===== src/slc_pkg.sv =====
package slc_pkg;

  localparam logic [7:0] ADDR_CTRL_A = 8'hE4;
  localparam logic [7:0] ADDR_CTRL_B = 8'hE5;
  localparam logic [7:0] CTRL_A_RST = 8'h00;
  localparam logic [7:0] CTRL_B_RST = 8'h00;
  localparam logic [7:0] READ_UNMAPPED = 8'h00;

  localparam int SEG_MAX = 40;
  localparam int COM_MAX = 4;
  localparam int DISP_BITS = SEG_MAX * COM_MAX;

  // prescaled lcd clock edges per frame
  localparam int FRAME_CNT_W = 8;
  localparam logic [FRAME_CNT_W-1:0] FRAME_TICKS = 8'h10;

  localparam logic [1:0] DUTY_STATIC = 2'h0;
  localparam logic [1:0] DUTY_HALF = 2'h1;
  localparam logic [1:0] DUTY_THIRD = 2'h2;
  localparam logic [1:0] DUTY_QUARTER = 2'h3;

  localparam logic [1:0] BIAS_STATIC = 2'h0;
  localparam logic [1:0] BIAS_THIRD = 2'h1;
  localparam logic [1:0] BIAS_HALF = 2'h2;

  localparam logic [3:0] MASK_SMALL_MAX = 4'h7;

  typedef logic [5:0] slc_segcnt_t;
  typedef logic [2:0] slc_comcnt_t;

  localparam slc_segcnt_t SEG_COUNT_TBL [16] = '{
    6'h0D, 6'h0F, 6'h11, 6'h13, 6'h15, 6'h17, 6'h18, 6'h19,
    6'h1B, 6'h1D, 6'h1F, 6'h21, 6'h23, 6'h25, 6'h27, 6'h28
  };

  localparam slc_comcnt_t COM_COUNT_TBL [4] = '{3'h1, 3'h2, 3'h3, 3'h4};

  typedef struct packed {
    logic enable;
    logic low_power;
    logic reserved;
    logic flag;
    logic irq_enable;
    logic buffer_disable;
    logic supply_disable;
    logic blanking;
  } slc_ctrl_a_s;

  typedef struct packed {
    logic async_select;
    logic half_bias;
    logic [1:0] duty;
    logic [3:0] port_mask;
  } slc_ctrl_b_s;

  // settings that only change at a frame boundary, or clear when the controller is disabled
  typedef struct packed {
    logic low_power;
    logic blanking;
  } slc_frame_s;

endpackage


===== src/slc_sync2.sv =====
`timescale 1ns/1ps
module slc_sync2 (
  input wire logic clk,
  input wire logic nrst,
  input wire logic async_in,
  output logic sync_out
);

  logic meta_ff;
  logic sync_ff;

  always_ff @(posedge clk) begin
    if (!nrst) begin
      meta_ff <= 1'b0;
      sync_ff <= 1'b0;
    end else begin
      meta_ff <= async_in;
      sync_ff <= meta_ff;
    end
  end

  assign sync_out = sync_ff;

endmodule


===== src/slc_frame_timer.sv =====
`timescale 1ns/1ps
module slc_frame_timer (
  input wire logic clk,
  input wire logic nrst,
  input wire logic run,
  input wire logic tick,
  output logic frame_start
);

  logic [slc_pkg::FRAME_CNT_W-1:0] cnt_ff;
  logic [slc_pkg::FRAME_CNT_W-1:0] nxt_cnt;
  logic last_tick;

  assign last_tick = tick && (cnt_ff == slc_pkg::FRAME_TICKS - 8'h01);
  assign frame_start = run && last_tick;

  // stopped controller restarts a full frame from zero
  assign nxt_cnt = !run ? '0 :
                   last_tick ? '0 :
                   tick ? cnt_ff + 8'h01 : cnt_ff;

  always_ff @(posedge clk) begin
    if (!nrst) begin
      cnt_ff <= '0;
    end else begin
      cnt_ff <= nxt_cnt;
    end
  end

endmodule


===== src/slc_control.sv =====
`timescale 1ns/1ps
// Notes on behaviour
// - enable starts controller; clearing stops it at once and frees pins
// - waveform select change takes effect at next frame start
// - frame flag set at frame start, same cycle display data latched
// - flag cleared by vector taken or writing one; zero leaves it
// - interrupt request only when flag, enable and global enable set
// - low-power waveform sets the flag only every second frame
// - buffer disable bypasses bias buffers, divider drives levels
// - supply disable turns internal supply generator off
// - blanking grounds all terminals after current frame finishes
// - bit 5 of control register a reads zero
// - clock select picks system or async clock, async picked by pin
// - half bias select chooses half or third bias; static is static
// - duty field selects one to four commons; unused commons freed
// - port mask code gives 13 up to 40 active segments
// - segments beyond the mask stay ordinary port pins
// - small variant: mask msb reserved, reads zero
// - display data, blanking and waveform latched only at frame start
// - low-power waveform holds one pattern for two frames
// - blanking leaves display memory untouched
module slc_control #(
  parameter bit LARGE_VARIANT = 1'b1
) (
  input wire logic clk,
  input wire logic nrst,
  input wire logic [7:0] bus_addr,
  input wire logic [7:0] bus_wdata,
  input wire logic bus_wr,
  input wire logic bus_rd,
  output logic [7:0] bus_rdata,
  input wire logic irq_global_enable,
  input wire logic irq_vector_taken,
  output logic irq_request,
  input wire logic timer_oscillator_input,
  input wire logic external_clock_in,
  input wire logic external_clock_input_enable,
  input wire logic [slc_pkg::DISP_BITS-1:0] display_memory_in,
  output logic [slc_pkg::DISP_BITS-1:0] frame_pattern,
  output logic frame_start_pulse,
  output logic [slc_pkg::SEG_MAX-1:0] segment_terminals_owned,
  output logic [slc_pkg::COM_MAX-1:0] common_terminals_owned,
  output logic terminals_grounded,
  output logic low_power_waveform_active,
  output logic [1:0] bias_mode,
  output logic [1:0] duty_active,
  output logic bias_buffer_bypass,
  output logic supply_generator_off
);

  slc_pkg::slc_ctrl_a_s ctrl_a_ff;
  slc_pkg::slc_ctrl_a_s nxt_ctrl_a;
  slc_pkg::slc_ctrl_b_s ctrl_b_ff;
  slc_pkg::slc_ctrl_b_s nxt_ctrl_b;
  slc_pkg::slc_ctrl_a_s wr_a;
  slc_pkg::slc_ctrl_b_s wr_b;
  slc_pkg::slc_frame_s frame_ff;
  slc_pkg::slc_frame_s nxt_frame;

  logic [7:0] rdata_ff;
  logic [7:0] nxt_rdata;
  logic [slc_pkg::DISP_BITS-1:0] pattern_ff;
  logic [slc_pkg::DISP_BITS-1:0] nxt_pattern;
  logic pair_second_ff;
  logic nxt_pair_second;
  logic async_prev_ff;
  logic flag_ff;
  logic nxt_flag;

  logic [slc_pkg::SEG_MAX-1:0] seg_own_ff;
  logic [slc_pkg::SEG_MAX-1:0] nxt_seg_own;
  logic [slc_pkg::COM_MAX-1:0] com_own_ff;
  logic [slc_pkg::COM_MAX-1:0] nxt_com_own;
  logic ground_ff;
  logic nxt_ground;
  logic lp_out_ff;
  logic [1:0] bias_ff;
  logic [1:0] nxt_bias;
  logic [1:0] duty_ff;
  logic bypass_ff;
  logic supply_off_ff;
  logic nxt_lp_out;
  logic nxt_bypass;
  logic nxt_supply_off;

  // ---------------- register bus decode
  wire sel_a = (bus_addr == slc_pkg::ADDR_CTRL_A);
  wire sel_b = (bus_addr == slc_pkg::ADDR_CTRL_B);
  wire wr_a_hit = bus_wr && sel_a;
  wire wr_b_hit = bus_wr && sel_b;
  wire rd_a_hit = bus_rd && sel_a;
  wire rd_b_hit = bus_rd && sel_b;

  assign wr_a = slc_pkg::slc_ctrl_a_s'(bus_wdata);
  assign wr_b = slc_pkg::slc_ctrl_b_s'(bus_wdata);

  // ---------------- frame timing source
  wire async_raw = external_clock_input_enable ? external_clock_in
                                               : timer_oscillator_input;
  wire async_sync;

  slc_sync2 u_async_sync (
    .clk(clk),
    .nrst(nrst),
    .async_in(async_raw),
    .sync_out(async_sync)
  );

  wire async_edge = async_sync && !async_prev_ff;
  // system clock ticks every cycle, async source on each synced rising edge
  wire lcd_tick = ctrl_b_ff.async_select ? async_edge : 1'b1;

  wire frame_raw;

  slc_frame_timer u_frame_timer (
    .clk(clk),
    .nrst(nrst),
    .run(ctrl_a_ff.enable),
    .tick(lcd_tick),
    .frame_start(frame_raw)
  );

  // in low-power mode the second frame of a pair reuses the pattern
  wire frame_latch = frame_raw && !pair_second_ff;

  // ---------------- frame boundary latching
  always_comb begin
    nxt_frame = frame_ff;
    nxt_pattern = pattern_ff;
    nxt_pair_second = pair_second_ff;
    if (frame_latch) begin
      nxt_frame.low_power = ctrl_a_ff.low_power;
      nxt_frame.blanking = ctrl_a_ff.blanking;
      nxt_pattern = display_memory_in;
      nxt_pair_second = ctrl_a_ff.low_power;
    end else if (frame_raw) begin
      nxt_pair_second = 1'b0;
    end
    // stale latched settings must not reappear on re-enable
    if (!ctrl_a_ff.enable) begin
      nxt_frame = '0;
      nxt_pair_second = 1'b0;
    end
  end

  // ---------------- frame flag: set wins over clear
  wire flag_clear = (wr_a_hit && wr_a.flag) || irq_vector_taken;
  assign nxt_flag = frame_latch ? 1'b1 : (flag_clear ? 1'b0 : flag_ff);

  // ---------------- control register next values
  always_comb begin
    nxt_ctrl_a = ctrl_a_ff;
    nxt_ctrl_b = ctrl_b_ff;
    if (wr_a_hit) begin
      nxt_ctrl_a = wr_a;
    end
    nxt_ctrl_a.reserved = 1'b0;
    nxt_ctrl_a.flag = nxt_flag;
    if (wr_b_hit) begin
      nxt_ctrl_b = wr_b;
      if (!LARGE_VARIANT) begin
        nxt_ctrl_b.port_mask = wr_b.port_mask & slc_pkg::MASK_SMALL_MAX;
      end
    end
  end

  // ---------------- read data, one cycle after the strobe
  wire [7:0] read_sel = rd_a_hit ? 8'(ctrl_a_ff) :
                        rd_b_hit ? 8'(ctrl_b_ff) :
                        slc_pkg::READ_UNMAPPED;
  assign nxt_rdata = bus_rd ? read_sel : slc_pkg::READ_UNMAPPED;

  // ---------------- pin ownership and drive configuration
  wire [5:0] seg_count = slc_pkg::SEG_COUNT_TBL[ctrl_b_ff.port_mask];
  wire [2:0] com_count = slc_pkg::COM_COUNT_TBL[ctrl_b_ff.duty];

  genvar gs;
  generate
    for (gs = 0; gs < slc_pkg::SEG_MAX; gs++) begin : g_seg
      assign nxt_seg_own[gs] = ctrl_a_ff.enable && (6'(gs) < seg_count);
    end
  endgenerate

  genvar gc;
  generate
    for (gc = 0; gc < slc_pkg::COM_MAX; gc++) begin : g_com
      assign nxt_com_own[gc] = ctrl_a_ff.enable && (3'(gc) < com_count);
    end
  endgenerate

  wire duty_static = (ctrl_b_ff.duty == slc_pkg::DUTY_STATIC);
  assign nxt_bias = duty_static ? slc_pkg::BIAS_STATIC :
                    ctrl_b_ff.half_bias ? slc_pkg::BIAS_HALF :
                    slc_pkg::BIAS_THIRD;
  // blanking in effect only once latched at a frame boundary
  assign nxt_ground = ctrl_a_ff.enable && nxt_frame.blanking;
  assign nxt_lp_out = ctrl_a_ff.enable && nxt_frame.low_power;
  assign nxt_bypass = ctrl_a_ff.enable && ctrl_a_ff.buffer_disable;
  assign nxt_supply_off = ctrl_a_ff.supply_disable;

  // ---------------- state registers
  always_ff @(posedge clk) begin
    if (!nrst) begin
      ctrl_a_ff <= slc_pkg::slc_ctrl_a_s'(slc_pkg::CTRL_A_RST);
    end else begin
      ctrl_a_ff <= nxt_ctrl_a;
    end
  end

  always_ff @(posedge clk) begin
    if (!nrst) begin
      ctrl_b_ff <= slc_pkg::slc_ctrl_b_s'(slc_pkg::CTRL_B_RST);
    end else begin
      ctrl_b_ff <= nxt_ctrl_b;
    end
  end

  always_ff @(posedge clk) begin
    if (!nrst) begin
      flag_ff <= 1'b0;
    end else begin
      flag_ff <= nxt_flag;
    end
  end

  always_ff @(posedge clk) begin
    if (!nrst) begin
      rdata_ff <= slc_pkg::READ_UNMAPPED;
    end else begin
      rdata_ff <= nxt_rdata;
    end
  end

  always_ff @(posedge clk) begin
    if (!nrst) begin
      async_prev_ff <= 1'b0;
    end else begin
      async_prev_ff <= async_sync;
    end
  end

  always_ff @(posedge clk) begin
    if (!nrst) begin
      frame_ff <= '0;
    end else begin
      frame_ff <= nxt_frame;
    end
  end

  always_ff @(posedge clk) begin
    if (!nrst) begin
      pattern_ff <= '0;
    end else begin
      pattern_ff <= nxt_pattern;
    end
  end

  always_ff @(posedge clk) begin
    if (!nrst) begin
      pair_second_ff <= 1'b0;
    end else begin
      pair_second_ff <= nxt_pair_second;
    end
  end

  // ---------------- output registers
  always_ff @(posedge clk) begin
    if (!nrst) begin
      seg_own_ff <= '0;
    end else begin
      seg_own_ff <= nxt_seg_own;
    end
  end

  always_ff @(posedge clk) begin
    if (!nrst) begin
      com_own_ff <= '0;
    end else begin
      com_own_ff <= nxt_com_own;
    end
  end

  always_ff @(posedge clk) begin
    if (!nrst) begin
      ground_ff <= 1'b0;
    end else begin
      ground_ff <= nxt_ground;
    end
  end

  always_ff @(posedge clk) begin
    if (!nrst) begin
      lp_out_ff <= 1'b0;
    end else begin
      lp_out_ff <= nxt_lp_out;
    end
  end

  always_ff @(posedge clk) begin
    if (!nrst) begin
      bias_ff <= slc_pkg::BIAS_STATIC;
    end else begin
      bias_ff <= nxt_bias;
    end
  end

  always_ff @(posedge clk) begin
    if (!nrst) begin
      duty_ff <= slc_pkg::DUTY_STATIC;
    end else begin
      duty_ff <= ctrl_b_ff.duty;
    end
  end

  always_ff @(posedge clk) begin
    if (!nrst) begin
      bypass_ff <= 1'b0;
    end else begin
      bypass_ff <= nxt_bypass;
    end
  end

  always_ff @(posedge clk) begin
    if (!nrst) begin
      supply_off_ff <= 1'b0;
    end else begin
      supply_off_ff <= nxt_supply_off;
    end
  end

  assign bus_rdata = rdata_ff;
  assign irq_request = flag_ff && ctrl_a_ff.irq_enable && irq_global_enable;
  assign frame_pattern = pattern_ff;
  assign frame_start_pulse = frame_latch;
  assign segment_terminals_owned = seg_own_ff;
  assign common_terminals_owned = com_own_ff;
  assign terminals_grounded = ground_ff;
  assign low_power_waveform_active = lp_out_ff;
  assign bias_mode = bias_ff;
  assign duty_active = duty_ff;
  assign bias_buffer_bypass = bypass_ff;
  assign supply_generator_off = supply_off_ff;

endmodule


===== config.mk =====
export PLATFORM = sky130hd
export DESIGN_NAME = slc_control
export DESIGN_NICKNAME = d
export VERILOG_FILES = /design/src/slc_pkg.sv /design/src/slc_sync2.sv /design/src/slc_frame_timer.sv /design/src/slc_control.sv
export SDC_FILE = /design/constraint.sdc
export NUM_CORES = 1
export LEC_CHECK = 0
export BUFFER_PORTS_ARGS = -buffer_cell sky130_fd_sc_hd__clkbuf_2
export CAP_MARGIN = 40
export CORE_AREA = 2 2 156 158
export CTS_BUF_LIST = sky130_fd_sc_hd__clkbuf_4
export CTS_CLUSTER_DIAMETER = 200
export DETAILED_ROUTE_END_ITERATION = 8
export DIE_AREA = 0 0 158 160
export GPL_TIMING_DRIVEN = 0
export PLACE_DENSITY_LB_ADDON = 0.3
export SKIP_CTS_REPAIR_TIMING = 1
export SYNTH_ARGS = -nofsm -noshare
export SYNTH_HDL_FRONTEND = slang
export SYNTH_SLANG_ARGS = --single-unit

===== constraint.sdc =====
create_clock -name clk -period 1.84 [get_ports clk]
set_clock_uncertainty 0.05 [all_clocks]
set_input_delay 0.092 -clock clk [delete_from_list [all_inputs] [get_ports clk]]
set_output_delay 0.092 -clock clk [all_outputs]
set_load 0.05 [all_outputs]

==> results of run 1 <==
-- worst min-delay path by stage --
stage / startpoint / endpoint / slack (ns)
finish: bus_addr[5] / flag_ff / 0.01
global route: bus_rd / bus_rdata[1] / 0.02
CTS: display_memory_in[32] / frame_pattern[32] / -0.44
detailed placement: display_memory_in[153] / frame_pattern[153] / 0.27
global placement: display_memory_in[153] / frame_pattern[153] / 0.27
floorplan: bus_wdata[0] / ctrl_a_ff[0] / 0.17
-- kinds of logic (layout without fill, tap and decap cells) --
logic type,after synthesis,count (layout)
xor gates and xnor gates,5,5
adders and majority gates,7,7
and+or+nand+nor,443,443
buffers and inverters,86,803
AOI/OAI and AO/OA,231,232
DFF,247,247
other,0,3
muxes,10,10
-- registers in the layout, indices dropped and copies added, names as in the netlist, 2 cells and up --
name	count
common_terminals_owned	4
bias_mode	2
frame_ff	2
bus_rdata	8
frame_pattern	160
u_frame_timer.cnt_ff	8
ctrl_b_ff	8
segment_terminals_owned	40
duty_active	2
ctrl_a_ff	5
-- layout by cell type (no fill, tap or decap), types with 4 or more instances in the layout --
| master | netlist | final |
|---|---|---|
| o21ai_0 | 20 | 20 |
| buf_8 | 0 | 5 |
| inv_1 | 16 | 14 |
| a31oi_1 | 7 | 6 |
| clkbuf_1 | 32 | 23 |
| buf_2 | 24 | 4 |
| nor2_1 | 31 | 28 |
| dlygate4sd3_1 | 0 | 182 |
| buf_4 | 1 | 33 |
| clkbuf_4 | 0 | 102 |
| clkbuf_2 | 0 | 408 |
| clkinv_1 | 1 | 5 |
| a21boi_0 | 83 | 76 |
| xnor2_1 | 4 | 4 |
| mux2i_1 | 10 | 10 |
| dfxtp_2 | 0 | 4 |
| and3_1 | 7 | 5 |
| nand2_1 | 347 | 345 |
| nand2b_1 | 8 | 7 |
| buf_6 | 9 | 14 |
| dfxtp_1 | 247 | 239 |
| nand3_1 | 16 | 16 |
| nor2b_1 | 9 | 6 |
| and2_1 | 5 | 5 |
| a21oi_1 | 26 | 23 |
| dfxtp_4 | 0 | 4 |
| a21boi_1 | 78 | 84 |
-- per-stage QoR --
step | hold WS, ns | total power (µW) | setup TNS [ns] | utilization, %
6_report | 0.01474 | 11100 | -0.1956 | 61.84
2_1_floorplan | 0.1724 | 5586 | -0.01900 | -
5_1_grt | 0.02289 | 11560 | -3.701 | 61.84
3_5_place_dp | 0.2718 | 5824 | -33.16 | 48.32
4_1_cts | -0.4412 | 10910 | -37.15 | 51.94
3_3_place_gp | 0.2689 | 5824 | -28.54 | 48.32
-- report_power, final --
group / internal, µW / switching [µW]
sequential: 5340 / 1.59
clock: 2860 / 2210
combinational: 452 / 228
-- critical path: cells and delay by family, from the launching register on --
family	cells	cell delay, ns
adders and majority gates	1	0.14
and+or+nand+nor	2	0.32
AOI/OAI and AO/OA	1	0.16
buffers and inverters	1	0.14
DFF	1	0.37
-- layout make-up --
cell class | count | share of cell area, %
flip-flops and latches | 247 | 33.70
repair buffers | 609 | 27.44
clock buffers | 99 | 5.045
inverters | 18 | 0.5096
plain buffers | 67 | 3.355
multi-input cells | 697 | 26.34
clock inverters | 10 | 0.7984
well taps | 324 | 2.752
diodes | 3 | 0.05096
-- per-layer routing --
layer	up-vias	routed length [µm]	GRT usage (%)
li1	4767	-	-
met1	4466	12920	24.43
met2	421	16320	36.76
met3	85	2479	8.928
met4	0	1149	10.20
met5	-	0	0
==> run_results.csv, run 1 <==
group,metric,value,unit
floorplanning,die_area,25280,µm²
setup_path,ff2ff_path_depth,8,
clocking,ctsHtreeMaxLevel,3,
floorplanning,ios,407,
route,vias,9739,
clocking,cts_tree,"yes",
clocking,cts_buffers,68,
route,drc,0,
placement,gp_congestion,0.8396,
pwr,ir_drop,0.0004168,V
setup_path,critPathMaxFanout,3,
route,post_drt_wl_per_cell,15.85,µm
logic_synthesis,synth_fa_ha_area_share,0.9653,%
global_route,grt_first_pass_wirelength,43970,µm
floorplanning,die_h,160,µm
final_layout,final_cell_area,14730,µm²
final_layout,syn_to_final_growth,62.34,%
final_layout,fillers,2041,
logic_synthesis,ys_warn_count,0,
final_layout,post_layout_nonfiller_instances,2074,
logic_synthesis,synth-edff-count,0,
outcome,violations,"setup timing",
setup_path,path_cells,"ha_4 > nand3_1 > a21oi_2 > and3_4 > buf_8",
logic_synthesis,synth_top_family_by_area,"simple AND/OR/NAND/NOR gates",
placement,dp_cells,1757,
global_route,track_usage,22.05,%
pwr,p_leak,0.006462,µW
sta,worst-slew-pin-transition,0.6475,ns
placement,hpwl,21470,µm
sta,period_share,104.1,%
floorplanning,die_w,158,µm
final_layout,fin_nets,1900,
logic_synthesis,synth_top_cell_by_area,"dfxtp_1",
logic_synthesis,mappedNetlistNets,1221,
sta,min_period,1.916,ns
placement,dp_slack,-0.4464,ns
sta,worst_slew_margin_rel,56.83,%
setup_path,cp_slowest_stage_delay,0.37,ns
route,drtAntennaViolNets,0,
setup_path,startpoint_type,"register",
logic_synthesis,synth-compound-area-share,18.00,%
route,via_per_inst,4.696,
clocking,clock_latency,0.64,ns
logic_synthesis,synth_most_common_cell,"nand2_1",
setup_path,crit_end,"frame_start_pulse",
route,drt_wl_total,32870,µm
global_route,grt_overflow,0,
placement,placed_cell_area,11510,µm²
logic_synthesis,ys.flop_type,"dfxtp_1",
sta,rsz0062_at_grt,"yes",
global_route,grt_pass1_vias,8577,
setup_path,crit_start,"u_frame_timer.cnt_ff[0]",
logic_synthesis,synth.top_cells.by_area,"dfxtp_1 (54%), nand2_1 (14%), a21boi_0 (6.9%)",
setup_path,cp_slowest_cell,"dfxtp_4",
clocking,path_clk_slew,0.06,ns
logic_synthesis,yosysUniqueCellTypes,46,
min_path,hold_depth,5,
setup_path,arrival,1.77,ns
sta,setup_viol,6,
pwr,pwr_density_cell,753.3,nW/µm²
final_layout,multi_input_area,3880,µm²
clocking,cts.sinks,247,
clocking,ctsLongestPathBuffers,3,
setup_path,cp_data_required_time,1.70,ns
logic_synthesis,synth-simple-area-share,20.28,%
setup_path,cp-end-kind,"output port",
route,first_pass_iters,5,
sta,final_hold_viol_count,0,
setup_path,rr_startpoint,"ctrl_b_ff[2]",
sta,finalMaxSlewViolations,0,
min_path,hp-class,"primary input to register",
floorplanning,core,23820,µm²
route,first_iter_violations,412,
sta,fin_ws,-0.07593,ns
final_layout,final_layout_size_suffix_gt1_share,35.55,%
placement,port_buffers,404,
outcome,status,"finished with violations",
logic_synthesis,synthXorXnorAreaFrac,0.4826,%
logic_synthesis,synth_mux_area_share,1.103,%
logic_synthesis,avgSynthCellArea,8.818,µm²
floorplanning,initial_core_util,38.09,%
final_layout,regArea,4965,µm²
logic_synthesis,synth_top_cells_by_count,"nand2_1 (347), dfxtp_1 (247), a21boi_0 (83)",
logic_synthesis,syn_area,9074,µm²
setup_path,critPathKind,"register to output port",
sta,max_freq,521.9,MHz
logic_synthesis,synth.top_cell.area_share,54.50,%
setup_path,r2r_slack,-0.04,ns
flow_run,drv_cap,0,
logic_synthesis,synth-seq-cells,247,
global_route,antenna_found_initial,3,
global_route,grt_max_degree,11,
logic_synthesis,synthArstFlopShare,0,%
floorplanning,num_rows,57,
logic_synthesis,synthCells,1029,
logic_synthesis,seq_area_frac_synth,54.50,%
setup_path,rr_endpoint,"segment_terminals_owned[5]",
clocking,cts_root_buf,"clkbuf_4",
No activity file was read; power rests on OpenSTA's default activity.
==> run 2, diff against run 1 <==
==> constraint.sdc (replaced) <==
create_clock -name clk -period 1.84 [get_ports clk]
set_clock_uncertainty 0.05 [all_clocks]
set_input_delay 0.368 -clock clk [delete_from_list [all_inputs] [get_ports clk]]
set_output_delay 0.368 -clock clk [all_outputs]
set_load 0.05 [all_outputs]
==> run 2 against run 1 <==
- the run still ends with setup timing left
- non-clock buffer count fell by 1
- largest power group unchanged
- routed wire length increased by 5.5%
- utilization is 2.7 points higher
- highest routed layer unchanged
- global-route usage stayed put
- maximum frequency fell by 12%
- via count increased by 1.4%
- power increased by 0.49%
- first-iteration DRC count increased by 14%
- sequential power barely moved
==> run_results.csv, run 2 (same netlist as run 1, synthesis figures left out) <==
group,metric,value,unit
outcome,status,"finished with violations",
outcome,violations,"setup timing",
pwr,p_seq_share,47.9,%
floorplanning,num_rows,57,
route,post_drt_wl_per_cell,16.74,µm
setup_path,rr_startpoint,"ctrl_b_ff[2]",
sta,max_freq,459.8,MHz
final_layout,fin_nets,1898,
min_path,hold_end,"flag_ff",
setup_path,cp_data_required_time,1.42,ns
floorplanning,die_h,160,µm
global_route,grt_overflow,0,
min_path,hold_depth,4,
setup_path,critPathMaxFanout,3,
pwr,switchingPower,2504,µW
sta,setup_viol,19,
setup_path,startpoint_type,"register",
sta,finalMaxSlewViolations,0,
placement,hpwl,21470,µm
setup_path,ff2ff_path_depth,8,
final_layout,final_cell_area,15380,µm²
global_route,grt_first_pass_wirelength,43970,µm
setup_path,rr_endpoint,"segment_terminals_owned[6]",
flow_run,drv_cap,0,
clocking,cts_root_buf,"clkbuf_4",
final_layout,syn_to_final_growth,69.50,%
final_layout,final_common_cell,"clkbuf_2",
route,drt_wl_total,34670,µm
sta,worst-slew-pin-transition,0.6690,ns
final_layout,fillers,1865,
placement,dp_slack,-0.4464,ns
final_layout,final_layout_size_suffix_gt1_share,42.46,%
clocking,ctsHtreeMaxLevel,3,
sta,rsz0062_at_grt,"yes",
placement,dp_cells,1757,
route,first_iter_violations,469,
final_layout,layout_common_cells,"clkbuf_2 (410), nand2_1 (272), dfxtp_1 (238)",
floorplanning,initial_core_util,38.09,%
sta,fin_ws,-0.3348,ns
pwr,clkPwrFrac,45.7,%
route,drc,0,
sta,period_share,118.2,%
min_path,hp-start,"irq_vector_taken",
route,drtAntennaViolNets,0,
clocking,ctsLongestPathBuffers,3,
route,via_per_inst,4.766,
placement,gp_congestion,0.8396,
global_route,grt_pass1_vias,8577,
pwr,pwr-share-comb,6.3,%
setup_path,critPathKind,"register to output port",
pwr,pwr_density_cell,725.0,nW/µm²
pwr,p_int,8646,µW
setup_path,r2r_slack,-0.08,ns
global_route,track_usage,22.05,%
clocking,path_clk_slew,0.06,ns
clocking,cts_buffers,68,
pwr,ir_drop,0.0004187,V
min_path,hp-class,"primary input to register",
floorplanning,ios,407,
final_layout,finish.utilization,64.57,%
setup_path,cp-end-kind,"output port",
global_route,antenna_found_initial,2,
pwr,p_leak,0.006897,µW
route,vias,9871,
sta,min_period,2.175,ns
final_layout,largest_register_ffs,160,
clocking,clock_latency,0.66,ns
sta,final_hold_viol_count,0,
floorplanning,die_area,25280,µm²
sta,worst_slew_margin_rel,55.40,%
global_route,grt_max_degree,11,
placement,placed_cell_area,11510,µm²
floorplanning,die_w,158,µm
clocking,cts_tree,"yes",
placement,port_buffers,404,
setup_path,arrival,1.76,ns
floorplanning,core,23820,µm²
final_layout,post_layout_nonfiller_instances,2071,
pwr,power_switching_share,22.46,%
clocking,cts.sinks,247,
route,first_pass_iters,5,
[run 2: changes by cell type in the layout (fill, tap and decap cells not counted), moves of 5 or more]
cell           before  now
nand2_4             0   35
buf_6              14   19
dlygate4sd3_1     182  170
a21boi_0           76   69
buf_4              33   25
nand2_2             2   40
clkbuf_16           0   10
a21boi_1           84   59
a21boi_2            1   33
nand2_1           345  272
[run 2: layout make-up]
type,instances,area (µm²),share of cell area [%]
flip-flops and latches,247,4969,32.31
repair buffers,608,4199,27.30
diodes,2,5.005,0.03254
clock inverters,10,117.6,0.7647
well taps,324,405.4,2.636
multi-input cells,696,4344,28.25
plain buffers,67,521.8,3.392
clock buffers,99,743.2,4.832
inverters,18,75.07,0.4881
[run 2: worst max path at each step]
stage / from / endpoint / slack (ns) / cells after the start
global placement: ctrl_b_ff[1] / segment_terminals_owned[12] / -0.45 / 6
detailed placement: ctrl_b_ff[1] / segment_terminals_owned[12] / -0.45 / 6
floorplan: ctrl_b_ff[1] / segment_terminals_owned[12] / -0.008 / 6
finish: u_frame_timer.cnt_ff[1] / frame_start_pulse / -0.33 / 5
global route: u_frame_timer.cnt_ff[1] / frame_start_pulse / -0.45 / 5
CTS: u_frame_timer.cnt_ff[0] / frame_start_pulse / -0.62 / 5
[run 2: power by group through the flow]
stage	logic (µW)	clock network (µW)	registers, µW
floorplan	115	0	5470
CTS	356	5200	5350
global placement	353	0	5470
detailed placement	353	0	5470
global route	749	5510	5340
finish	708	5100	5340
[run 2: critical path: stages, from the launching register on]
cell and delay, ns:
dfxtp_4 0.36, ha_4 0.15, nand3_2 0.09, a21oi_2 0.16
and3_4 0.21, buf_8 0.14
[run 2: per-layer routing]
layer  up-vias  wire length, µm  global-route usage, %
li1       4766                -                      -
met1      4608            13630                  24.43
met2       405            17320                  36.76
met3        92             2459                  8.928
met4         0             1263                  10.20
met5         -                0                      0
[run 2: metrics by stage]
step	power, µW	TNS, ns	hold WS (ns)
3_3_place_gp	5824	-32.05	0.3702
6_report	11150	-0.8008	0.07074
2_1_floorplan	5586	-0.01900	0.3619
3_5_place_dp	5824	-37.57	0.3762
5_1_grt	11600	-6.075	0.06079
4_1_cts	10910	-37.51	-0.1652
